$ cat config.mk
export PLATFORM = sky130hd
export DESIGN_NAME = blc_clamp_ctrl
export DESIGN_NICKNAME = d
export VERILOG_FILES = /design/src/hdl/blc_pkg.sv /design/src/hdl/blc_clamp_ctrl.sv /design/src/hdl/blc_sync2.sv
export SDC_FILE = /design/constraint.sdc
export NUM_CORES = 1
export LEC_CHECK = 0
export ABC_AREA = 0
export BUFFER_PORTS_ARGS = -buffer_cell sky130_fd_sc_hd__buf_2
export CAP_MARGIN = 20
export CORE_ASPECT_RATIO = 2
export CORE_UTILIZATION = 61
export CTS_BUF_LIST = sky130_fd_sc_hd__clkbuf_16
export DETAILED_ROUTE_END_ITERATION = 10
export PLACE_DENSITY = 0.8
export SETUP_SLACK_MARGIN = 0.4
export SLEW_MARGIN = 20
export SYNTH_ARGS = -nofsm -noshare
export SYNTH_HDL_FRONTEND = slang
export SYNTH_SLANG_ARGS = --single-unit
$ cat constraint.sdc
create_clock -name clock -period 3.3 [get_ports clock]
set_clock_uncertainty 0.05 [all_clocks]
set_input_delay 0.825 -clock clock [delete_from_list [all_inputs] [get_ports clock]]
set_output_delay 0.825 -clock clock [all_outputs]
set_load 0.02 [all_outputs]
$ cat src/hdl/blc_pkg.sv
package blc_pkg;
  // Register map, byte offsets on the 8-bit register port
  localparam logic [7:0] BLC_PLL_MISC_OFS = 8'h13;
  localparam logic [7:0] BLC_START_HI_OFS = 8'h14;
  localparam logic [7:0] BLC_START_LO_OFS = 8'h15;
  localparam logic [7:0] BLC_CLAMP_W_OFS = 8'h16;
  localparam logic [7:0] BLC_CONFIG_OFS = 8'h17;
  localparam logic [7:0] BLC_CTRL_OFS = 8'h20;
  localparam logic [7:0] BLC_STATUS_OFS = 8'h21;

  // Reset values
  localparam logic [7:0] BLC_PLL_MISC_RST = 8'h04;
  localparam logic [7:0] BLC_START_HI_RST = 8'h00;
  localparam logic [7:0] BLC_START_LO_RST = 8'h03;
  localparam logic [7:0] BLC_CLAMP_W_RST = 8'h10;
  localparam logic [7:0] BLC_CONFIG_RST = 8'h40;
  localparam logic [7:0] BLC_CTRL_RST = 8'h01;

  // Field positions
  localparam int BLC_PIN_DIS_BIT = 3;
  localparam int BLC_PIN_FN_LO = 4;
  localparam int BLC_XCLK_HALF_BIT = 6;
  localparam int BLC_XCLK_DIS_BIT = 7;
  localparam int BLC_START_HI_W = 5;
  localparam int BLC_AUTO_DIS_BIT = 0;
  localparam int BLC_AVG_SEL_LO = 2;
  localparam int BLC_TC_SEL_LO = 4;
  localparam int BLC_DCR_EN_BIT = 0;

  // Pin function codes
  localparam logic [1:0] BLC_FN_CLOCK_INVERT_INPUT = 2'h0;
  localparam logic [1:0] BLC_FN_CLAMP = 2'h1;
  localparam logic [1:0] BLC_FN_COAST = 2'h2;
  localparam logic [1:0] BLC_FN_EXTERNAL_SAMPLE_CLOCK = 2'h3;

  localparam logic [7:0] BLC_CLAMP_MIN_W = 8'h02;
  localparam logic [3:0] BLC_TC_BASE_EXP = 4'h5;
  localparam logic [8:0] BLC_AVG_BASE = 9'h010;

  // Update timeout when no clamp pulse arrives
  localparam longint BLC_CLK_HZ = 20000000;
  localparam longint BLC_UPD_TIMEOUT_MS = 100;
  localparam longint BLC_UPD_TIMEOUT_CYC = BLC_UPD_TIMEOUT_MS * BLC_CLK_HZ / 1000;
endpackage

$ cat src/hdl/blc_clamp_ctrl.sv
// The strobed register port was chosen for this implementation.
`timescale 1ns/1ps
// Summary of operation
// - Pin function field selects multipurpose pin meaning
// - Clamp pulse starts restore, averaging, DAC load
// - Internal clamp pulse generated every line
// - External clamp: DACs load on leading edge
// - No clamp pulse: DAC load within 100ms
// - Frequency bit halves crystal clock output
// - Disable bit holds crystal clock output low
// - Start pixel is 13 bits after sync
// - Clamp lasts programmed width, not averaging
// - Clamp width below two gives no clamp
// - Config bit 0 set disables black averaging
// - Averaged pixels per line 16 to 128
// - Loop time constant is 2^(5+field) lines
module blc_clamp_ctrl
  import blc_pkg::*;
#(
  parameter longint UPD_TIMEOUT_CYC = blc_pkg::BLC_UPD_TIMEOUT_CYC
) (
  input wire logic clock,
  input wire logic rst_n,
  input wire logic ce,
  input wire logic [7:0] reg_addr,
  input wire logic [7:0] reg_wdata,
  input wire logic reg_wr,
  input wire logic reg_rd,
  output logic [7:0] reg_rdata,
  input wire logic line_sync_input,
  input wire logic clock_invert_input,
  input wire logic gain_offset_written,
  output logic clock_invert_out,
  output logic coast_out,
  output logic external_sample_clock,
  output logic external_sample_clock_sel,
  output logic crystal_clock_output,
  output logic restore_clamp,
  output logic black_start,
  output logic black_window,
  output logic black_loop_tick,
  output logic [3:0] black_loop_exp,
  output logic dac_update
);
  import blc_pkg::*;

  logic [7:0] pll_misc_r;
  logic [7:0] start_hi_r;
  logic [7:0] start_lo_r;
  logic [7:0] clamp_w_r;
  logic [7:0] config_r;
  logic [7:0] ctrl_r;
  logic [1:0] pins_sync;
  logic sync_d_r;
  logic pin_d_r;
  logic [12:0] pix_cnt_r;
  logic [12:0] pix_cnt_nxt;
  logic pix_run_r;
  logic [8:0] evt_cnt_r;
  logic [8:0] evt_cnt_nxt;
  logic evt_run_r;
  logic [11:0] line_cnt_r;
  logic pend_r;
  logic [31:0] tmo_cnt_r;
  logic [1:0] xdiv_r;
  logic clamp_seen_r;

  // Register port decode
  wire wr_misc = reg_wr && (reg_addr == BLC_PLL_MISC_OFS);
  wire wr_hi = reg_wr && (reg_addr == BLC_START_HI_OFS);
  wire wr_lo = reg_wr && (reg_addr == BLC_START_LO_OFS);
  wire wr_w = reg_wr && (reg_addr == BLC_CLAMP_W_OFS);
  wire wr_cfg = reg_wr && (reg_addr == BLC_CONFIG_OFS);
  wire wr_ctrl = reg_wr && (reg_addr == BLC_CTRL_OFS);

  // Field extraction
  wire [1:0] pin_fn = pll_misc_r[BLC_PIN_FN_LO +: 2];
  wire pin_dis = pll_misc_r[BLC_PIN_DIS_BIT];
  wire xclk_half = pll_misc_r[BLC_XCLK_HALF_BIT];
  wire xclk_dis = pll_misc_r[BLC_XCLK_DIS_BIT];
  wire [12:0] start_pix = {start_hi_r[BLC_START_HI_W-1:0], start_lo_r};
  wire auto_en = !config_r[BLC_AUTO_DIS_BIT];
  wire [1:0] avg_sel = config_r[BLC_AVG_SEL_LO +: 2];
  wire [2:0] tc_sel = config_r[BLC_TC_SEL_LO +: 3];
  wire dcr_en = ctrl_r[BLC_DCR_EN_BIT];

  // Pin function decode
  wire fn_clock_invert_input = (pin_fn == BLC_FN_CLOCK_INVERT_INPUT);
  wire fn_clamp = (pin_fn == BLC_FN_CLAMP);
  wire fn_coast = (pin_fn == BLC_FN_COAST);
  wire fn_external_sample_clock = (pin_fn == BLC_FN_EXTERNAL_SAMPLE_CLOCK);
  // Disabled pin reads as forced low whatever its function
  wire pin_lvl = pins_sync[1] && !pin_dis;
  wire sync_lvl = pins_sync[0];

  // Trailing edge of active-high line sync
  wire sync_trail = sync_d_r && !sync_lvl;
  wire ext_lead = fn_clamp && pin_lvl && !pin_d_r;

  // Internal pulse fires when the pixel counter hits the start pixel
  wire int_hit = pix_run_r && (pix_cnt_r == start_pix);
  wire int_clamp = !fn_clamp && int_hit;
  wire clamp_evt = fn_clamp ? ext_lead : int_clamp;

  // Widths measured from the clamp event
  wire [8:0] avg_pixels = BLC_AVG_BASE << avg_sel;
  wire clamp_w_ok = (clamp_w_r >= BLC_CLAMP_MIN_W);
  wire in_clamp = evt_run_r && ({1'b0, clamp_w_r} > evt_cnt_r);
  wire in_avg = evt_run_r && (avg_pixels > evt_cnt_r);
  wire clamp_on = dcr_en && clamp_w_ok && (clamp_evt || in_clamp);
  wire avg_on = auto_en && (clamp_evt || in_avg);

  // Loop length in lines, minus one, from the exponent
  wire [3:0] tc_exp = BLC_TC_BASE_EXP + {1'b0, tc_sel};
  wire [12:0] tc_lines = 13'h0001 << tc_exp;
  wire [11:0] tc_last = 12'(tc_lines - 13'h0001);
  wire loop_wrap = clamp_evt && auto_en && (line_cnt_r == tc_last);

  // Pending DAC load falls back on a timeout without clamp pulses
  wire tmo_done = pend_r && (tmo_cnt_r >= 32'(UPD_TIMEOUT_CYC - 1));
  wire do_update = clamp_evt || tmo_done;

  wire [1:0] xdiv_nxt = xdiv_r + 2'h1;
  wire xclk_lvl = xclk_half ? xdiv_r[1] : xdiv_r[0];

  // Read mux
  logic [7:0] rd_mux;
  always_comb begin
    unique case (reg_addr)
      BLC_PLL_MISC_OFS: rd_mux = pll_misc_r;
      BLC_START_HI_OFS: rd_mux = {3'h0, start_hi_r[BLC_START_HI_W-1:0]};
      BLC_START_LO_OFS: rd_mux = start_lo_r;
      BLC_CLAMP_W_OFS: rd_mux = clamp_w_r;
      BLC_CONFIG_OFS: rd_mux = config_r;
      BLC_CTRL_OFS: rd_mux = ctrl_r;
      BLC_STATUS_OFS: rd_mux = {4'h0, clamp_seen_r, pend_r, restore_clamp, black_window};
      default: rd_mux = 8'h00;
    endcase
  end

  // Counter next values saturate so a lost sync cannot wrap
  always_comb begin
    if (sync_trail) begin
      pix_cnt_nxt = 13'h0000;
    end else if (pix_run_r && pix_cnt_r != 13'h1fff) begin
      pix_cnt_nxt = pix_cnt_r + 13'h0001;
    end else begin
      pix_cnt_nxt = pix_cnt_r;
    end
  end

  always_comb begin
    if (clamp_evt) begin
      evt_cnt_nxt = 9'h001;
    end else if (evt_run_r && evt_cnt_r != 9'h1ff) begin
      evt_cnt_nxt = evt_cnt_r + 9'h001;
    end else begin
      evt_cnt_nxt = evt_cnt_r;
    end
  end

  blc_sync2 #(
    .WIDTH(2)
  ) u_sync (
    .clock(clock),
    .rst_n(rst_n),
    .ce(ce),
    .async_in({clock_invert_input, line_sync_input}),
    .sync_out(pins_sync)
  );

  // Registers
  always_ff @(posedge clock) begin
    if (!rst_n) begin
      pll_misc_r <= BLC_PLL_MISC_RST;
      start_hi_r <= BLC_START_HI_RST;
      start_lo_r <= BLC_START_LO_RST;
      clamp_w_r <= BLC_CLAMP_W_RST;
      config_r <= BLC_CONFIG_RST;
      ctrl_r <= BLC_CTRL_RST;
    end else if (ce) begin
      if (wr_misc) pll_misc_r <= reg_wdata;
      if (wr_hi) start_hi_r <= {3'h0, reg_wdata[BLC_START_HI_W-1:0]};
      if (wr_lo) start_lo_r <= reg_wdata;
      if (wr_w) clamp_w_r <= reg_wdata;
      if (wr_cfg) config_r <= reg_wdata;
      if (wr_ctrl) ctrl_r <= {7'h00, reg_wdata[BLC_DCR_EN_BIT]};
    end
  end

  always_ff @(posedge clock) begin
    if (!rst_n) begin
      reg_rdata <= 8'h00;
    end else if (ce) begin
      reg_rdata <= reg_rd ? rd_mux : 8'h00;
    end
  end

  // Line timing
  always_ff @(posedge clock) begin
    if (!rst_n) begin
      sync_d_r <= 1'b0;
      pin_d_r <= 1'b0;
      pix_cnt_r <= 13'h0000;
      pix_run_r <= 1'b0;
    end else if (ce) begin
      sync_d_r <= sync_lvl;
      pin_d_r <= pin_lvl;
      pix_cnt_r <= pix_cnt_nxt;
      if (sync_trail) pix_run_r <= 1'b1;
    end
  end

  always_ff @(posedge clock) begin
    if (!rst_n) begin
      evt_cnt_r <= 9'h000;
      evt_run_r <= 1'b0;
    end else if (ce) begin
      evt_cnt_r <= evt_cnt_nxt;
      if (clamp_evt) evt_run_r <= 1'b1;
    end
  end

  // Clamp and averaging outputs
  always_ff @(posedge clock) begin
    if (!rst_n) begin
      restore_clamp <= 1'b0;
      black_start <= 1'b0;
      black_window <= 1'b0;
    end else if (ce) begin
      restore_clamp <= clamp_on;
      black_start <= clamp_evt && auto_en;
      black_window <= avg_on;
    end
  end

  // Loop time constant line counter
  always_ff @(posedge clock) begin
    if (!rst_n) begin
      line_cnt_r <= 12'h000;
      black_loop_tick <= 1'b0;
      black_loop_exp <= 4'h0;
    end else if (ce) begin
      black_loop_exp <= tc_exp;
      black_loop_tick <= loop_wrap;
      if (!auto_en || loop_wrap) begin
        line_cnt_r <= 12'h000;
      end else if (clamp_evt) begin
        line_cnt_r <= line_cnt_r + 12'h001;
      end
    end
  end

  // DAC transfer; a new write during the load cycle stays pending
  always_ff @(posedge clock) begin
    if (!rst_n) begin
      pend_r <= 1'b0;
      tmo_cnt_r <= 32'h00000000;
      dac_update <= 1'b0;
      clamp_seen_r <= 1'b0;
    end else if (ce) begin
      dac_update <= do_update;
      if (clamp_evt) clamp_seen_r <= 1'b1;
      if (gain_offset_written) begin
        pend_r <= 1'b1;
        tmo_cnt_r <= 32'h00000000;
      end else if (do_update) begin
        pend_r <= 1'b0;
        tmo_cnt_r <= 32'h00000000;
      end else if (pend_r) begin
        tmo_cnt_r <= tmo_cnt_r + 32'h00000001;
      end
    end
  end

  // Multipurpose pin routing
  always_ff @(posedge clock) begin
    if (!rst_n) begin
      clock_invert_out <= 1'b0;
      coast_out <= 1'b0;
      external_sample_clock <= 1'b0;
      external_sample_clock_sel <= 1'b0;
    end else if (ce) begin
      clock_invert_out <= fn_clock_invert_input && pin_lvl;
      coast_out <= fn_coast && pin_lvl;
      external_sample_clock <= fn_external_sample_clock && pin_lvl;
      external_sample_clock_sel <= fn_external_sample_clock;
    end
  end

  // Crystal clock stand-in: divided from the core clock
  always_ff @(posedge clock) begin
    if (!rst_n) begin
      xdiv_r <= 2'h0;
      crystal_clock_output <= 1'b0;
    end else if (ce) begin
      xdiv_r <= xdiv_nxt;
      crystal_clock_output <= !xclk_dis && xclk_lvl;
    end
  end
endmodule

$ cat src/hdl/blc_sync2.sv
`timescale 1ns/1ps
module blc_sync2 #(
  parameter int WIDTH = 2
) (
  input wire logic clock,
  input wire logic rst_n,
  input wire logic ce,
  input wire logic [WIDTH-1:0] async_in,
  output logic [WIDTH-1:0] sync_out
);
  logic [WIDTH-1:0] meta_r;

  always_ff @(posedge clock) begin
    if (!rst_n) begin
      meta_r <= '0;
      sync_out <= '0;
    end else if (ce) begin
      meta_r <= async_in;
      sync_out <= meta_r;
    end
  end
endmodule

# [After elaboration in Yosys (flattened, before gate mapping)]
# Index checks and enable logic that the tools add are counted.
[op_classes] n_div=0 mux=15 n_reduce_logical=55 add_sub_neg=7 magnitude_cmp=4 eq_ne=14 bitwise_logic=0 shift=2 multipliers=0
[ops] op="$mux W32" n=3
[ops] op="$pmux W8 S7" n=1
[ops] op="$eq A8 B5 Y1 const B" n=5
[ops] op="$add A32 B1 Y32 const B" n=1
[ops] op="$ge A32 B21 Y1 const B" n=1
[ops] op="$logic_and A1 B1 Y1" n=26
[ops] op="$mux W13" n=2
[ops] op="$reduce_and A2 Y1" n=13
[ops] op="$mux W12" n=2
[ops] op="$mux W9" n=2
[ops] op="$eq A8 B6 Y1 const B" n=2
[ops] op="$add A13 B1 Y13 const B" n=1
[ops] op="$eq A13 B13 Y1" n=1
[ops] op="$ne A13 B13 Y1 const B" n=1
[ops] op="$add A12 B1 Y12 const B" n=1
[ops] op="$eq A12 B12 Y1" n=1
[ops] op="$shl A1 B4 Y12 const A" n=1
[ops] op="$sub A12 B1 Y12 const B" n=1
[ops] op="$add A9 B1 Y9 const B" n=1
[ops] op="$gt A8 B9 Y1" n=1
[ops] op="$gt A9 B9 Y1" n=1
[ops] op="$ne A9 B9 Y1 const B" n=1
[ops] op="$shl A5 B2 Y9 const A" n=1
[ops] op="$ge A8 B2 Y1 const B" n=1
[ops] op="11 further kinds" n=26
[word_totals] mem_bits_ro=0 ff_bits=137 output_inout_bits=22 memories=0 latchBits=0 elab_cells=127 ramBits=0 in_bits=24

# [Longest topological paths before layout]
[depth] ltp_word=10 depth_mapped=12 depth_no_buf=10

# [Hierarchy]
# From an unflattened synthesis, not the netlist that was laid out.
[unflattened] cells_unflattened=847 area_unflattened_um2=7258.2
[modules_own_cells] module="blc_clamp_ctrl" area_each_um2=7101.8 seq_area_each_um2=2662.6 cells_per_inst=834 instances=1
[modules_own_cells] module="blc_sync2" area_each_um2=156.4 seq_area_each_um2=80.1 cells_per_inst=13 instances=1

# [Worst setup path after synthesis]
# OpenSTA, ideal clock, no wires.
[synth_timing] path_type="in2reg" start="input port reg_addr[7]" end="register config_r[6]" path_stages=7 arrival_ns=2.431 required_ns=3.122 n_path_buf=1 path_slack_ns=0.691 setup_ns=0.128 cell_sequence="nor2_1 nand3b_1 or3b_1 buf_2 nor3_2 mux2i_1 nand2_1"
[synth_between] elab_chain_cells=3
[synth_rtl] item="from (decl)" line_no="blc_clamp_ctrl.sv:25" source="input wire logic [7:0] reg_addr,"
[synth_rtl] item="$eq A8 B5 Y1" line_no="blc_clamp_ctrl.sv:73" source="wire wr_cfg = reg_wr && (reg_addr == BLC_CONFIG_OFS);"
[synth_rtl] item="$logic_and A1 B1 Y1" line_no="blc_clamp_ctrl.sv:73"
[synth_rtl] item="$reduce_and A2 Y1 (no line)"
[synth_rtl] item="to (signal assigned)" line_no="blc_clamp_ctrl.sv:186" source="if (wr_cfg) config_r <= reg_wdata;"
[synth_rtl] item="to (decl)" line_no="blc_clamp_ctrl.sv:51" source="logic [7:0] config_r;"
# No other way between the ends.
# A chain may end at the register's enable or synchronous reset.

# [Worst setup path after layout]
[layout_timing] start="register tmo_cnt_r[0]" end="register tmo_cnt_r[18]"
[layout_between] elab_chain_cells=5 word_cells_on_any_way=9 cone_classes="add/sub (1); order compare (1); mux (3); reduce/logical (4)"
[layout_rtl] item="from (decl)" line_no="blc_clamp_ctrl.sv:64" source="logic [31:0] tmo_cnt_r;"
[layout_rtl] item="from (signal assigned)" line_no="blc_clamp_ctrl.sv:271" source="tmo_cnt_r <= tmo_cnt_r + 32'h00000001;"
[layout_rtl] item="$ge A32 B21 Y1" line_no="blc_clamp_ctrl.sv:120" source="wire tmo_done = pend_r && (tmo_cnt_r >= 32'(UPD_TIMEOUT_CYC - 1));"
[layout_rtl] item="$logic_and A1 B1 Y1" line_no="blc_clamp_ctrl.sv:120"
[layout_rtl] item="$logic_or A1 B1 Y1" line_no="blc_clamp_ctrl.sv:121" source="wire do_update = clamp_evt || tmo_done;"
[layout_rtl] item="$reduce_bool A3 Y1 (no line) or $mux W32 (tied branches)"
[layout_rtl] item="$reduce_and A2 Y1 (no line) or $mux W32 (tied branches)"
# Several ways; a longest one is shown, not always the timed one. The select of a mux whose other input is x is not followed.

==> results.py <==
metrics = {
    "floorplanning": {
        "ios": 46,
        "rows": 55,
        "core_area_um2": 11300,
        "dieArea_um2": 12100,
        "start_util": 0.628,
        "die_y_um": 155,
        "die_x_um": 78.3,
    },
    "clocking": {
        "cts_made_buffers": 17,
        "cts.sinks": 137,
        "postCtsHoldBufs": 0,
        "clock_path_buffers": 2,
        "clock_latency_ps": 420,
        "clk_pin_slew_ps": 60,
        "cts_max_level": 4,
        "tritoncts": "built",
        "cts_root_buf": "clkbuf_16",
    },
    "route": {
        "dr.pass1.iters": 5,
        "drc_errors": 0,
        "wl_mm": 19.7,
        "wire_per_inst_um": 19.2,
        "vias": 6373,
        "viasPerCell": 6.20,
        "drt_iter0_markers": 329,
        "antenna_left": 0,
    },
    "power_and_ir_drop": {
        "vdd_ir_drop_max_mv": 0.408,
        "p_per_area_nw_per_um2": 440,
        "p_total_uw": 3550,
        "p_leak_uw": 0.00316,
    },
    "worst_setup_path": {
        "crit_start": "tmo_cnt_r[0]",
        "critPathKind": "flip-flop to flip-flop",
        "crit_top_cell": "nand3_1",
        "reg2reg_from": "tmo_cnt_r[0]",
        "path_buf_inv": 0,
        "path_cells": "ha_1 -> nand3_1 -> or4_1 -> nor3_1 -> nand3_1 -> and3_1 -> o21ai_1 -> nand2_1",
        "critical-path-slowest-cell": "or4_1",
        "crit_path_start_kind": "flip-flop",
        "end_kind": "flip-flop",
        "critPathMaxFanout": 7,
        "cp_top_family": "simple AND/OR/NAND/NOR gates",
        "cp.arrival_ps": 2910,
        "cp_data_required_time_ps": 3560,
        "worst_path_largest_cell_delay_ps": 650,
    },
    "global_route": {
        "antenna_found_initial": 0,
        "grt_max_degree": 44,
        "track_usage": 0.339,
        "grt_pass1_wl_mm": 31.5,
        "overflow": 0,
        "grt_pass1_vias": 6546,
    },
    "logic_synthesis": {
        "synth_edf_count": 0,
        "ys_ff_latch": 137,
        "syn_area_um2": 7090,
        "synth-main-ff-cell": "dfxtp_1",
        "synth_nets": 872,
        "yosys_warnings": 0,
        "syn_inst": 825,
        "synth.distinct_cells": 71,
        "async_flop_share": 0,
        "syn_avg_cell_area_um2": 8.60,
        "seq_area_frac_synth": 0.387,
    },
    "timing": {
        "fin_crit_ps": 2650,
        "worst_slack_ps": 648,
        "clock.fmax_mhz": 377,
        "hold_viol": 0,
        "slew_headroom": 0.569,
        "setup_viol": 0,
        "period_share": 0.804,
        "finalMaxSlewViolations": 0,
        "rsz0062_at_grt": "no",
        "setup-tns-final_ps": 0,
        "tightest_slew_ps": 643,
    },
    "finish": {
        "syn_to_final_growth_pct": 13.7,
        "antennaDiodeCount": 0,
        "final_nets": 920,
        "drive_above_1_share": 0.138,
    },
    "placement": {
        "portBuffers": 45,
        "globalplace.congestion": 0.984,
        "post-place-ws_ps": 156,
        "dpl.hpwl_mm": 14.7,
    },
    "job": {
        "drv_cap": 0,
    },
    "worst_hold_path": {
        "hold_path_class": "flip-flop to flip-flop",
        "worstHoldStart": "tmo_cnt_r[23]",
    },
    "status": {
        "status": "finished clean",
    },
}
-- flip-flops by register name (all words and copies together), names as in the netlist, 2 cells and up --
signal and count:
black_loop_exp 4, clamp_w_r 8, config_r 8, evt_cnt_r 9, line_cnt_r 12, pix_cnt_r 13
pll_misc_r 8, reg_rdata 8, start_hi_r 5, start_lo_r 8, tmo_cnt_r 32, u_sync.meta_r 2
u_sync.sync_out 2, xdiv_r 2
-- synthesized netlist by cell type (5+ instances only) --
| library cell | instances | share of area |
|---|---|---|
| nor2_1 | 127 | 0.067 |
| nand4_1 | 21 | 0.019 |
| o21ai_0 | 17 | 0.012 |
| nand2_1 | 59 | 0.031 |
| nor2b_1 | 10 | 0.0088 |
| mux4_2 | 5 | 0.016 |
| a21oi_1 | 32 | 0.023 |
| dfxtp_1 | 137 | 0.39 |
| xnor2_1 | 47 | 0.058 |
| a21o_1 | 5 | 0.0053 |
| clkbuf_1 | 25 | 0.013 |
| and2_1 | 13 | 0.011 |
| nor4_1 | 10 | 0.0088 |
| nand3_1 | 28 | 0.020 |
| mux2i_1 | 58 | 0.082 |
| nor3_1 | 30 | 0.021 |
| and3_1 | 14 | 0.012 |
| ha_1 | 23 | 0.041 |
| or4_1 | 8 | 0.0085 |
| nand4b_1 | 6 | 0.0074 |
| buf_2 | 9 | 0.0063 |
| xor2_1 | 11 | 0.014 |
| o22ai_1 | 9 | 0.0079 |
| inv_1 | 36 | 0.019 |
| nand2b_1 | 7 | 0.0062 |
-- where the power goes --
part / switching (µW) / total (µW) / internal [µW] / leakage [µW]
Sequential: 7.95 / 1670 / 1660 / 0.00111
Combinational: 104 / 156 / 51.7 / 0.00179
Clock: 761 / 1720 / 958 / 0.000261
-- tightest hold or removal path: stages (launching register included) --
cell and delay [ps]:
dfxtp_1 320, inv_1 50, nor2_1 30
-- worst paths after layout --
kind	endpoint	slack, ps	cells after the start
worst min-delay path	tmo_cnt_r[23]	390	2
worst min register to register	tmo_cnt_r[23]	390	2
worst max-delay path	tmo_cnt_r[18]	650	8
worst max register to register	tmo_cnt_r[18]	650	8
-- logic make-up after synthesis --
kind of cell	count (synthesis)	share of synthesized area
fa+ha+maj	23	0.0406
mux	63	0.0977
simple gates	358	0.257
xor+xnor	58	0.0716
compound gates	110	0.103
buf+inv	76	0.0436
flops	137	0.387
-- metal layers --
layer / GRT usage / wire length, µm
met4: 0.261 / 1490
met3: 0.0684 / 892
met1: 0.312 / 6750
met5: 0 / 0
met2: 0.632 / 10600
-- through the flow --
step / area (µm²) / hold slack (ps) / utilization / cells
after CTS: 8020 / 397 / 0.711 / 1024
after global placement: 7480 / 383 / 0.663 / 992
after floorplan: 7090 / 372 / - / 825
final: 8070 / 394 / 0.715 / 1028
after detailed placement: 7480 / 389 / 0.663 / 992
after global routing: 8070 / 418 / 0.715 / 1028
-- what timing repair did --
item,in CTS,in global routing
buffers inserted,0,4
gates resized for setup,1,3
endpoints found under the setup margin,12,13
pin swaps,1,2
endpoints found under the hold margin,0,0
-- cell type report --
| cell class | instances | area (µm²) |
|---|---|---|
| flip-flops and latches | 137 | 2750 |
| well taps | 142 | 178 |
| multi-input cells | 612 | 4050 |
| repair buffers | 68 | 423 |
| clock inverters | 15 | 104 |
| fillers | 885 | 3220 |
| clock buffers | 17 | 425 |
| inverters | 37 | 139 |
-- cells in the final DEF (no fill, tap or decap), types with 5 or more instances in the layout --
master     Yosys  routed
xor2_1        11      11
nor4_1        10      10
nand4b_1       6       6
nand2_1       59      59
buf_2          9      45
nand2b_1       7       7
mux4_2         5       5
inv_1         36      36
nand4_1       21      21
and2_1        13      13
o21ai_0       17      17
or4_1          8       8
nor2b_1       10      10
mux2i_1       58      58
a21o_1         5       5
o22ai_1        9       9
a21oi_1       32      32
nor3_1        30      30
xnor2_1       47      47
ha_1          23      22
nor2_1       127     127
clkinv_2       0       5
and3_1        14      14
clkbuf_16      0      17
buf_4          1      21
dfxtp_1      137     135
nand3_1       28      28
(Power assumes the default switching activity.)
